File: config.mk
export PLATFORM = sky130hd
export DESIGN_NAME = tmm_top
export DESIGN_NICKNAME = d
export VERILOG_FILES = /design/src/hdl/tmm_pkg.sv /design/src/hdl/tmm_top.sv
export SDC_FILE = /design/constraint.sdc
export NUM_CORES = 2
export LEC_CHECK = 0
export BUFFER_PORTS_ARGS = -buffer_cell sky130_fd_sc_hd__buf_4
export CORE_MARGIN = 10
export CORE_UTILIZATION = 55
export DETAILED_ROUTE_END_ITERATION = 6
export PLACE_DENSITY = 0.82
export SLEW_MARGIN = 20
export SYNTH_ARGS = -nofsm -noshare
export SYNTH_HDL_FRONTEND = slang
export SYNTH_SLANG_ARGS = --single-unit
File: constraint.sdc
create_clock -name i_clk_sys -period 3.9 [get_ports i_clk_sys]
set_clock_uncertainty 0.15 [all_clocks]
set_input_delay 0.585 -clock i_clk_sys [delete_from_list [all_inputs] [get_ports i_clk_sys]]
set_output_delay 0.585 -clock i_clk_sys [all_outputs]
set_load 0.05 [all_outputs]
File: src/hdl/tmm_pkg.sv
/*
  Constants and carrier types for the table-read and data memory map block.
  Assumes a single 100 MHz system clock and an instruction core that issues
  one access request per instruction cycle through the request struct.
*/
// Summary of operation
// - Full table read uses high:low pointer address
// - Last-page read uses 700H plus low pointer
// - Table read loads upper byte into latch
// - High byte latch ignores software writes
// - Table instructions take two instruction cycles
// - Programming uses serial data line plus clock (protocol not modelled; data line is released)
// - Data memory is two banks, 8-bit wide
// - 00H-7FH special registers, bank 0 80H-FFH general
// - Bank 1 upper half is two PWM buffers (code stores it as plain bytes like bank 0)
// - Bank pointer register selects accessed bank
// - Table read low byte goes to operand location
// - Unbacked high-byte bits read as zero
// - Unused special locations read as 00H
package tmm_pkg;
  localparam int unsigned TMM_PADDR_W = 11;
  localparam int unsigned TMM_PWORD_W = 16;
  localparam int unsigned TMM_PHI_W = 8;
  localparam logic [10:0] TMM_LAST_PAGE = 11'h700;
  localparam logic [7:0] TMM_UPPER_BASE = 8'h80;
  localparam logic [7:0] TMM_BUFB_BASE = 8'hC0;
  localparam logic [7:0] TMM_ZERO = 8'h00;
  localparam logic [7:0] TMM_ADDR_LOW_PTR = 8'h07;
  localparam logic [7:0] TMM_ADDR_HIGH_BYTE = 8'h08;
  localparam logic [7:0] TMM_ADDR_HIGH_PTR = 8'h09;
  localparam logic [7:0] TMM_ADDR_BANK_PTR = 8'h04;
  localparam logic [7:0] TMM_BANK_MASK = 8'h01;
  localparam logic [7:0] TMM_HIPTR_MASK = 8'h07;

  // One data memory access from the core
  typedef struct packed {
    logic rd;
    logic wr;
    logic [7:0] addr;
    logic [7:0] wdata;
  } tmm_dreq_t;

  // One table read request from the core
  typedef struct packed {
    logic go;
    logic last_page;
    logic [7:0] dest;
  } tmm_treq_t;

  typedef enum logic [1:0] {
    TMM_IDLE = 2'b00,
    TMM_FETCH = 2'b01,
    TMM_WRITE = 2'b10
  } tmm_state_t;
endpackage

File: src/hdl/tmm_top.sv
/*
  Table-read path and banked data memory of the small controller.
  Assumes program words return in the same cycle the address is presented,
  and that the core holds off new requests while o_stall is high.
*/
`timescale 1ns/1ps
`default_nettype none
module tmm_top
  import tmm_pkg::*;
#(
  parameter int unsigned GP_BYTES = 128,
  parameter int unsigned PWORD_BITS = 16
) (
  // Clock, reset, enable
  input wire logic i_clk_sys,
  input wire logic i_rstn,
  input wire logic i_ce,
  // Core data access
  input wire tmm_dreq_t i_dreq,
  output logic [7:0] o_rdata,
  output logic o_rvalid,
  // Core table read
  input wire tmm_treq_t i_treq,
  output logic o_stall,
  output logic o_tdone,
  // Program memory port
  output logic [10:0] o_paddr,
  output logic o_pread,
  input wire logic [15:0] i_pdata,
  // Serial programming line, three signals per two-way pin
  input wire logic i_prog_serial_data_line,
  output logic o_prog_serial_data_line,
  output logic o_prog_serial_data_line_oe,
  input wire logic i_prog_serial_clock_line,
  // Bank state for observers
  output logic o_bank
);
  // Register file: 2 banks x 128 upper bytes, flip-flops
  logic [7:0] mem_q [0:2*GP_BYTES-1];
  logic [7:0] mem_d [0:2*GP_BYTES-1];
  logic [7:0] low_ptr_q, low_ptr_d; // Table pointer low
  logic [7:0] high_ptr_q, high_ptr_d; // Table pointer high
  logic [7:0] tbl_hi_q, tbl_hi_d; // table_high_byte_latch
  logic [7:0] bank_select_pointer_q, bank_select_pointer_d;
  logic [7:0] rdata_q, rdata_d;
  logic rvalid_q, rvalid_d;
  tmm_state_t st_q, st_d;
  logic [7:0] dest_q, dest_d;
  logic [10:0] paddr_q, paddr_d;
  logic pread_q, pread_d;
  logic stall_q, stall_d;
  logic tdone_q, tdone_d;
  logic [15:0] pword;
  logic [7:0] wr_index;
  logic wr_en;
  logic [7:0] wr_val;

  // Mask away program word bits that have no storage behind them
  assign pword = i_pdata & 16'((32'h1 << PWORD_BITS) - 32'h1);

  // Sequencer and register next-state
  always_comb begin
    st_d = st_q;
    dest_d = dest_q;
    paddr_d = paddr_q;
    pread_d = 1'b0;
    stall_d = stall_q;
    tdone_d = 1'b0;
    low_ptr_d = low_ptr_q;
    high_ptr_d = high_ptr_q;
    tbl_hi_d = tbl_hi_q;
    bank_select_pointer_d = bank_select_pointer_q;
    rdata_d = rdata_q;
    rvalid_d = 1'b0;
    wr_en = 1'b0;
    wr_index = TMM_ZERO;
    wr_val = TMM_ZERO;
    unique case (st_q)
      TMM_IDLE: begin
        if (i_treq.go) begin
          // Address formed on the request; bus stalls the core meanwhile
          if (i_treq.last_page) begin
            paddr_d = TMM_LAST_PAGE | {3'b000, low_ptr_q};
          end else begin
            paddr_d = {high_ptr_q[2:0], low_ptr_q};
          end
          pread_d = 1'b1;
          stall_d = 1'b1;
          dest_d = i_treq.dest;
          st_d = TMM_FETCH;
        end else if (i_dreq.wr) begin
          unique case (i_dreq.addr)
            TMM_ADDR_LOW_PTR: low_ptr_d = i_dreq.wdata;
            TMM_ADDR_HIGH_PTR: high_ptr_d = i_dreq.wdata;
            TMM_ADDR_BANK_PTR: bank_select_pointer_d = i_dreq.wdata & TMM_BANK_MASK;
            TMM_ADDR_HIGH_BYTE: tbl_hi_d = tbl_hi_q;
            default: begin
              // Upper half goes to storage of the selected bank
              if (i_dreq.addr >= TMM_UPPER_BASE) begin
                wr_en = 1'b1;
                wr_index = {bank_select_pointer_q[0], i_dreq.addr[6:0]};
                wr_val = i_dreq.wdata;
              end
            end
          endcase
        end else if (i_dreq.rd) begin
          rvalid_d = 1'b1;
          unique case (i_dreq.addr)
            TMM_ADDR_LOW_PTR: rdata_d = low_ptr_q;
            TMM_ADDR_HIGH_PTR: rdata_d = high_ptr_q;
            TMM_ADDR_BANK_PTR: rdata_d = bank_select_pointer_q;
            TMM_ADDR_HIGH_BYTE: rdata_d = tbl_hi_q;
            default: begin
              if (i_dreq.addr >= TMM_UPPER_BASE) begin
                rdata_d = mem_q[{bank_select_pointer_q[0], i_dreq.addr[6:0]}];
              end else begin
                rdata_d = TMM_ZERO;
              end
            end
          endcase
        end
      end
      TMM_FETCH: begin
        // Program word arrives; high byte latched in hardware
        tbl_hi_d = pword[15:8];
        wr_val = pword[7:0];
        dest_d = dest_q;
        // Low byte is written in this first stalled cycle; the second cycle only releases the core
        st_d = TMM_WRITE;
        if (dest_q == TMM_ADDR_LOW_PTR) begin
          low_ptr_d = pword[7:0];
        end else if (dest_q == TMM_ADDR_HIGH_PTR) begin
          high_ptr_d = pword[7:0];
        end else if (dest_q == TMM_ADDR_BANK_PTR) begin
          bank_select_pointer_d = pword[7:0] & TMM_BANK_MASK;
        end else if (dest_q >= TMM_UPPER_BASE) begin
          wr_en = 1'b1;
          wr_index = {bank_select_pointer_q[0], dest_q[6:0]};
        end
      end
      TMM_WRITE: begin
        // Release the core after the two-cycle table instruction
        stall_d = 1'b0;
        tdone_d = 1'b1;
        st_d = TMM_IDLE;
      end
      default: st_d = TMM_IDLE;
    endcase
  end

  // Storage next-state, one entry per generate pass
  for (genvar g = 0; g < 2 * GP_BYTES; g++) begin : g_mem
    always_comb begin
      mem_d[g] = mem_q[g];
      if (wr_en && (wr_index == 8'(g))) begin
        mem_d[g] = wr_val;
      end
    end
    // Storage powers up cleared so reads are defined
    always_ff @(posedge i_clk_sys or negedge i_rstn) begin
      if (!i_rstn) begin
        mem_q[g] <= TMM_ZERO;
      end else if (i_ce) begin
        mem_q[g] <= mem_d[g];
      end
    end
  end

  // Control registers
  always_ff @(posedge i_clk_sys or negedge i_rstn) begin
    if (!i_rstn) begin
      st_q <= TMM_IDLE;
      dest_q <= TMM_ZERO;
      paddr_q <= '0;
      pread_q <= 1'b0;
      stall_q <= 1'b0;
      tdone_q <= 1'b0;
      low_ptr_q <= TMM_ZERO;
      high_ptr_q <= TMM_ZERO;
      tbl_hi_q <= TMM_ZERO;
      bank_select_pointer_q <= TMM_ZERO;
      rdata_q <= TMM_ZERO;
      rvalid_q <= 1'b0;
    end else if (i_ce) begin
      st_q <= st_d;
      dest_q <= dest_d;
      paddr_q <= paddr_d;
      pread_q <= pread_d;
      stall_q <= stall_d;
      tdone_q <= tdone_d;
      low_ptr_q <= low_ptr_d;
      high_ptr_q <= high_ptr_d;
      tbl_hi_q <= tbl_hi_d;
      bank_select_pointer_q <= bank_select_pointer_d;
      rdata_q <= rdata_d;
      rvalid_q <= rvalid_d;
    end
  end

  // Programming protocol is not modelled; the line is released
  logic prog_dout_q;
  always_ff @(posedge i_clk_sys or negedge i_rstn) begin
    if (!i_rstn) begin
      prog_dout_q <= 1'b0;
    end else if (i_ce) begin
      prog_dout_q <= 1'b0;
    end
  end

  assign o_rdata = rdata_q;
  assign o_rvalid = rvalid_q;
  assign o_stall = stall_q;
  assign o_tdone = tdone_q;
  assign o_paddr = paddr_q;
  assign o_pread = pread_q;
  assign o_prog_serial_data_line = prog_dout_q;
  assign o_prog_serial_data_line_oe = prog_dout_q;
  assign o_bank = bank_select_pointer_q[0];
endmodule
`default_nettype wire

* After elaboration in Yosys (flattened, before gate mapping)
Cells that the tools add are included.
W data, S select, Z words.
** Word-level totals
- Bits in registers :: 2113
- Input bits :: 49
- Output and inout port bits :: 26
- Word-level logic and storage cells :: 1132
** Operators by class
- $lt $le $gt $ge :: 3
- Eq/ne operators :: 275
- Mux-type cells :: 58
- Bitwise gates (word level) :: 3
- Reduce and logical (&&, ||, !) cells :: 525
** Operators by type and width (number)
- $eq A8 B8 Y1 const B :: 128
- $reduce_and A2 Y1 :: 258
- $eq A8 B7 Y1 const B :: 64
- $eq A8 B6 Y1 const B :: 32
- $logic_and A1 B1 Y1 :: 256
- $mux W8 :: 30
- $eq A8 B5 Y1 const B :: 16
- $eq A8 B4 Y1 const B :: 11
- $pmux W8 S2 :: 5
- $bmux W8 S8 :: 1
- $eq A8 B3 Y1 const B :: 8
- $pmux W8 S4 :: 1
- $eq A8 B2 Y1 const B :: 2
- $ge A8 B8 Y1 const B :: 2
- $mux W1 :: 16
- $ne A2 B2 Y1 const B :: 8
- $mux W11 :: 1
- $ge A9 B9 Y1 const B :: 1
- $not A8 Y9 :: 1
- $eq A8 B1 Y1 const B :: 1
- $logic_not A8 Y1 :: 1
- $reduce_and A8 Y1 :: 1
- $reduce_and A7 Y1 :: 1
- $ne A2 B1 Y1 const B :: 3
- 12 further kinds :: 16

* Depth between registers and ports, before layout
- Depth in word-level cells :: 9
- Gate-level depth with buffers :: 12
- Depth with buffers taken out :: 6

* Least setup slack after synthesis
Ideal clock, no wire load.
- Path kind :: input to register
- From :: input port i_dreq[8] (netlist bit)
- To :: register rdata_q[1], in the netlist o_rdata[1]
- Arrival time :: 2.858 ns
- Path slack :: 0.772 ns
- Stages :: 11
- Path buffers :: 5
- Cell sequence :: buf_2 -> buf_4 -> buf_4 -> buf_2 -> buf_2 -> mux2_2 -> a221oi_1 -> o211ai_1 -> a41oi_1 -> a21oi_1 -> a31o_2
** On the way
- Word-level cells in the longest chain between the ends :: 6
** Ends and longest elaborated chain
- start: declaration :: RTL line tmm_top.sv:19 : input wire tmm_dreq_t i_dreq,
- $not A8 Y9 (not written as such) :: RTL line tmm_top.sv:115 : rdata_d = mem_q[{bank_select_pointer_q[0], i_dreq.addr[6:0]}];
- $bmux W8 S8 :: RTL line tmm_top.sv:115
- $mux W8 (not written as such) (2 in series) :: RTL line tmm_top.sv:115
- $mux W8 :: RTL line tmm_top.sv:114 : if (i_dreq.addr >= TMM_UPPER_BASE) begin
- $pmux W8 S4 (*) :: RTL line tmm_top.sv:108 : unique case (i_dreq.addr)
- end signal: assignment :: RTL line tmm_top.sv:195 : rdata_q <= rdata_d;
- end: declaration :: RTL line tmm_top.sv:45 : logic [7:0] rdata_q, rdata_d;
Every way passes the cells marked *; elsewhere a longest branch is shown, timed or not. The select of a mux whose other input is x is not followed.
A chain may end at the register's enable or synchronous reset.

* Worst setup path after layout
- From :: register st_q[0]
- To :: register mem_q[614] (netlist bit)
** On the way
- Word-level cells in the longest chain between the ends :: 5
** Ends and longest elaborated chain
- start: declaration :: RTL line tmm_top.sv:47 : tmm_state_t st_q, st_d;
- start signal: assignment :: RTL line tmm_top.sv:185 : st_q <= st_d;
- $eq A2 B1 Y1 or $logic_not A2 Y1 (tied branches) :: RTL line tmm_top.sv:78 : unique case (st_q)
- $pmux W8 S2 :: RTL line tmm_top.sv:78
- $eq A8 B8 Y1 :: RTL line tmm_top.sv:155 : if (wr_en && (wr_index == 8'(g))) begin
- $logic_and A1 B1 Y1 :: RTL line tmm_top.sv:155
- $reduce_and A2 Y1 (no source line)
- end signal: indexed assignment :: RTL line tmm_top.sv:164 : mem_q[g] <= mem_d[g];
- end: declaration :: RTL line tmm_top.sv:39 : logic [7:0] mem_q [0:2*GP_BYTES-1];
Several ways; a longest one is shown, not always the timed one.

==> results.md <==
- IO Pins: 75
- Fmax: 269 MHz
- Syn Area/Cell: 13.9 um^2
- Share of the yosys chip area belonging to registers: between 50% and 60%
- R2R depth: 7
- Hold Vio Cnt, Final: 0
- Clock power share: 40.8%
- Final setup viols: 0
- Worst Setup EP: mem_q[614]
- Pwr Total: 49100 uW
- Largest net degree at the start of global routing: 165
- Switching Fraction: 27.6%
- CTS tree: yes
- Pre-CTS setup slack: 80.3 ps
- GR Util All Layers: 30.7%
- Gate power share: 12.3%
- H-tree levels: 4
- Initial core utilization: roughly 55%
- Worst-path clk slew: 70 ps
- FFs w/ async S/R, synth: 100%
- Detailed-placement wirelength estimate: 196 mm
- Post-synthesis mux area share: 30.3%
- CTS Buf Count: 202
- Final min period: 3710 ps
- Final setup margin: 187 ps
- Die Wd: 442 um
- 1st-iter DRT viols: 8071
- RSZ-0062 raised after global routing: false
- Switching power: 13600 uW
- Pwr Density: 442 nW/um^2
- Syn Inst Count: 7064
- Number of synthesized flops with an enable pin: 0
- Post-synthesis xor/xnor area fraction: 0%
- Compound-Gate Fraction of Synth Area: 6.78%
- Worst flop-to-flop path endpoint: mem_q[614]
- Layout net count: between 7000 and 8000
- Synth warn: 0
- Layout cells sized above 1: between 40 and 50%
- Avg WL per Cell: 31.2 um
- Kind of critical path: reg -> reg
- HP Class: in -> reg
- Fin. max-slew vios: 0
- Critical Path AT: between 4000 and 5000 ps
- Root Driver: clkbuf_16
- Adder-cell share of the synthesized area: 0%
- Final Wtd Congestion: 0.968
- FF+latch count, synth: 2106
- First-pass GRT wire length: 455 mm
- Largest stage delay, worst path: just under 600 ps
- Post-route clock period utilization: 95.2%
- Failing checks: design-rule violations
- Worst vdd ir: 0.340 mV
- Grt ovf: 0
- Post-synthesis instance area: 97900 um^2
- Clock sink count: 2106
- Crit. End Element: flip-flop
- Clk buf depth: 3
- Seq pwr share: 46.9%
- Simple-Gate Fraction of Synth Area: around 6.3%
- Reg-to-reg startpoint: st_q[0]
- Port-buffer cells: 70
- Slowest CP cell: nor2_2
- Chip height: around 440 um
- Startpoint types: flip-flop
- P_int: 35500 uW
- Most used DFF post-synth: dfrtp_1
- Final core occ: approximately 63%
- Required @ worst endpoint: 4490 ps
- Worst path depth: 7
- DRT antenna net count: 0
- Post_cts resized: 0
- Fillers: 12100
- Via count: 66700
- Vias in the first global route: 69600
- Cell class contributing the biggest share of worst-path delay: simple AND/OR/NAND/NOR gates
- Setup slack, reg-to-reg: 190 ps
- Postcts setup bufs: 0
- Layout overhead on the synthesized area: 13.5%
- Core box area: ~180000 um^2
- Residual DRC count: 1
- First-pass DRT Iterations: 7
- Status: finished, violations left
- Initial antenna violation count: 20
- Row count: 154
- Routed vias/inst: 6.83
- Die area: 195000 um^2
- Worst-Margin Slew: 1180 ps
- Static leakage: 0.0525 uW
- Max Cap Viol: 0
- Main combinational cell family by area after synthesis: multiplexers
- Crit. Startpoint: st_q[0]
- Final wirelength: between 300 and 400 mm
- Max FO, Critical Path: 10
- Normalized max-slew margin: 19.1%
- Clock Latency Late Sink: 870 ps
- Critical path buffers and inverters: 1
- Post-synth cell types: 88
- Post-CTS Hold Fix Bufs: 35
- CP cell instances: buf_4, nor3b_2, nand2_1, a21oi_2, o211ai_1, nor2_2, mux2_2
[kinds of logic (layout without fill, tap and decap cells)]
group	Yosys count	after routing
muxes	2135	2135
DFF	2106	2106
and+or+nand+nor	1147	1147
AOI/OAI and AO/OA	1074	1074
buffers and inverters	601	948
other	1	17
[stage by stage]
step / std cells / setup TNS (ps) / hold slack, ps / instance area, um^2
floorplan: 7065 / 0 / 139 / 97900
global placement: 9351 / -580 / 306 / 104000
detailed placement: 9351 / 0 / 315 / 104000
CTS: 9752 / 0 / 15.4 / 111000
global route: 9754 / 0 / 59.5 / 111000
finish: 9767 / 0 / 55.8 / 111000
[worst min-delay path, delay by kind of cell]
family / cells / cell delay [ps]
AOI/OAI and AO/OA: 1 / 80
buffers and inverters: 1 / 100
muxes: 1 / 210
and+or+nand+nor: 1 / 60
[cell usage in the layout (no fill, tap or decap), types with 56 or more instances in the layout]
master	instances
nor2_1	392
dfrtp_1	2105
a22oi_1	56
buf_4	417
mux2i_1	164
o21ai_0	295
mux2_2	1285
a21oi_1	392
buf_12	114
mux2_4	240
nand2_1	390
clkbuf_16	204
mux4_2	441
[power groups by stage]
stage	registers (uW)	clock network, uW	logic [uW]
final	23000	20000	6050
after CTS	23000	20100	5850
after global placement	23300	0	5610
after global routing	23000	21000	6210
after detailed placement	23400	0	5770
after floorplan	23400	0	2680
[synthesized netlist by cell type, types with 45 or more instances]
cell type | number | area, um^2
dfrtp_1 | 2106 | 52700
mux2_2 | 1285 | 14500
mux4_2 | 441 | 9930
nor2_1 | 395 | 1480
a21oi_1 | 392 | 1960
nand2_1 | 391 | 1470
clkbuf_1 | 384 | 1440
o21ai_0 | 295 | 1480
mux2_4 | 240 | 3600
mux2i_1 | 164 | 1640
buf_2 | 129 | 646
a22oi_1 | 64 | 480
nand2_2 | 54 | 338
nand3_1 | 45 | 225
o221ai_1 | 45 | 394
[flip-flops by register name (all words and copies together), names as in the netlist]
| register | count |
|---|---|
| bank_select_pointer_q | 1 |
| dest_q | 8 |
| high_ptr_q | 8 |
| low_ptr_q | 8 |
| mem_q | 2048 |
| o_paddr | 11 |
| o_pread | 1 |
| o_rdata | 8 |
| o_rvalid | 1 |
| o_stall | 1 |
| o_tdone | 1 |
| st_q | 2 |
| tbl_hi_q | 8 |
[area by class of cell]
class / count / area, um^2 / area share (%)
sequential: 2106 / 52700 / 47.4
multi-input combinational: 4358 / 42900 / 38.6
clock buffer: 303 / 6020 / 5.41
timing repair buffer: 569 / 5820 / 5.24
tap: 2340 / 2930 / 2.63
clock inverter: 63 / 708 / 0.637
inverter: 13 / 51.3 / 0.0462
antenna: 15 / 37.5 / 0.0338
[how the worst min path moves through the flow]
stage                            from                        to  slack [ps]  cells past startpoint
after global routing       i_pdata[0]              low_ptr_q[0]          60                      3
final                      i_pdata[0]  bank_select_pointer_q[0]          60                      4
after floorplan                i_rstn  bank_select_pointer_q[0]         140                      0
after global placement     mem_q[553]                mem_q[553]         310                      2
after CTS                  i_pdata[0]  bank_select_pointer_q[0]          20                      4
after detailed placement  mem_q[1506]               mem_q[1506]         320                      2
[per-layer routing]
| layer | part of all wire (%) | global-route usage (%) | wire [um] |
|---|---|---|---|
| met5 | 0.061 | 0.342 | 186 |
| met2 | 44 | 45.8 | 135000 |
| met1 | 35 | 38.0 | 108000 |
| met4 | 7.8 | 19.5 | 23800 |
| met3 | 12 | 10.7 | 37900 |
(Power assumes the default switching activity.)
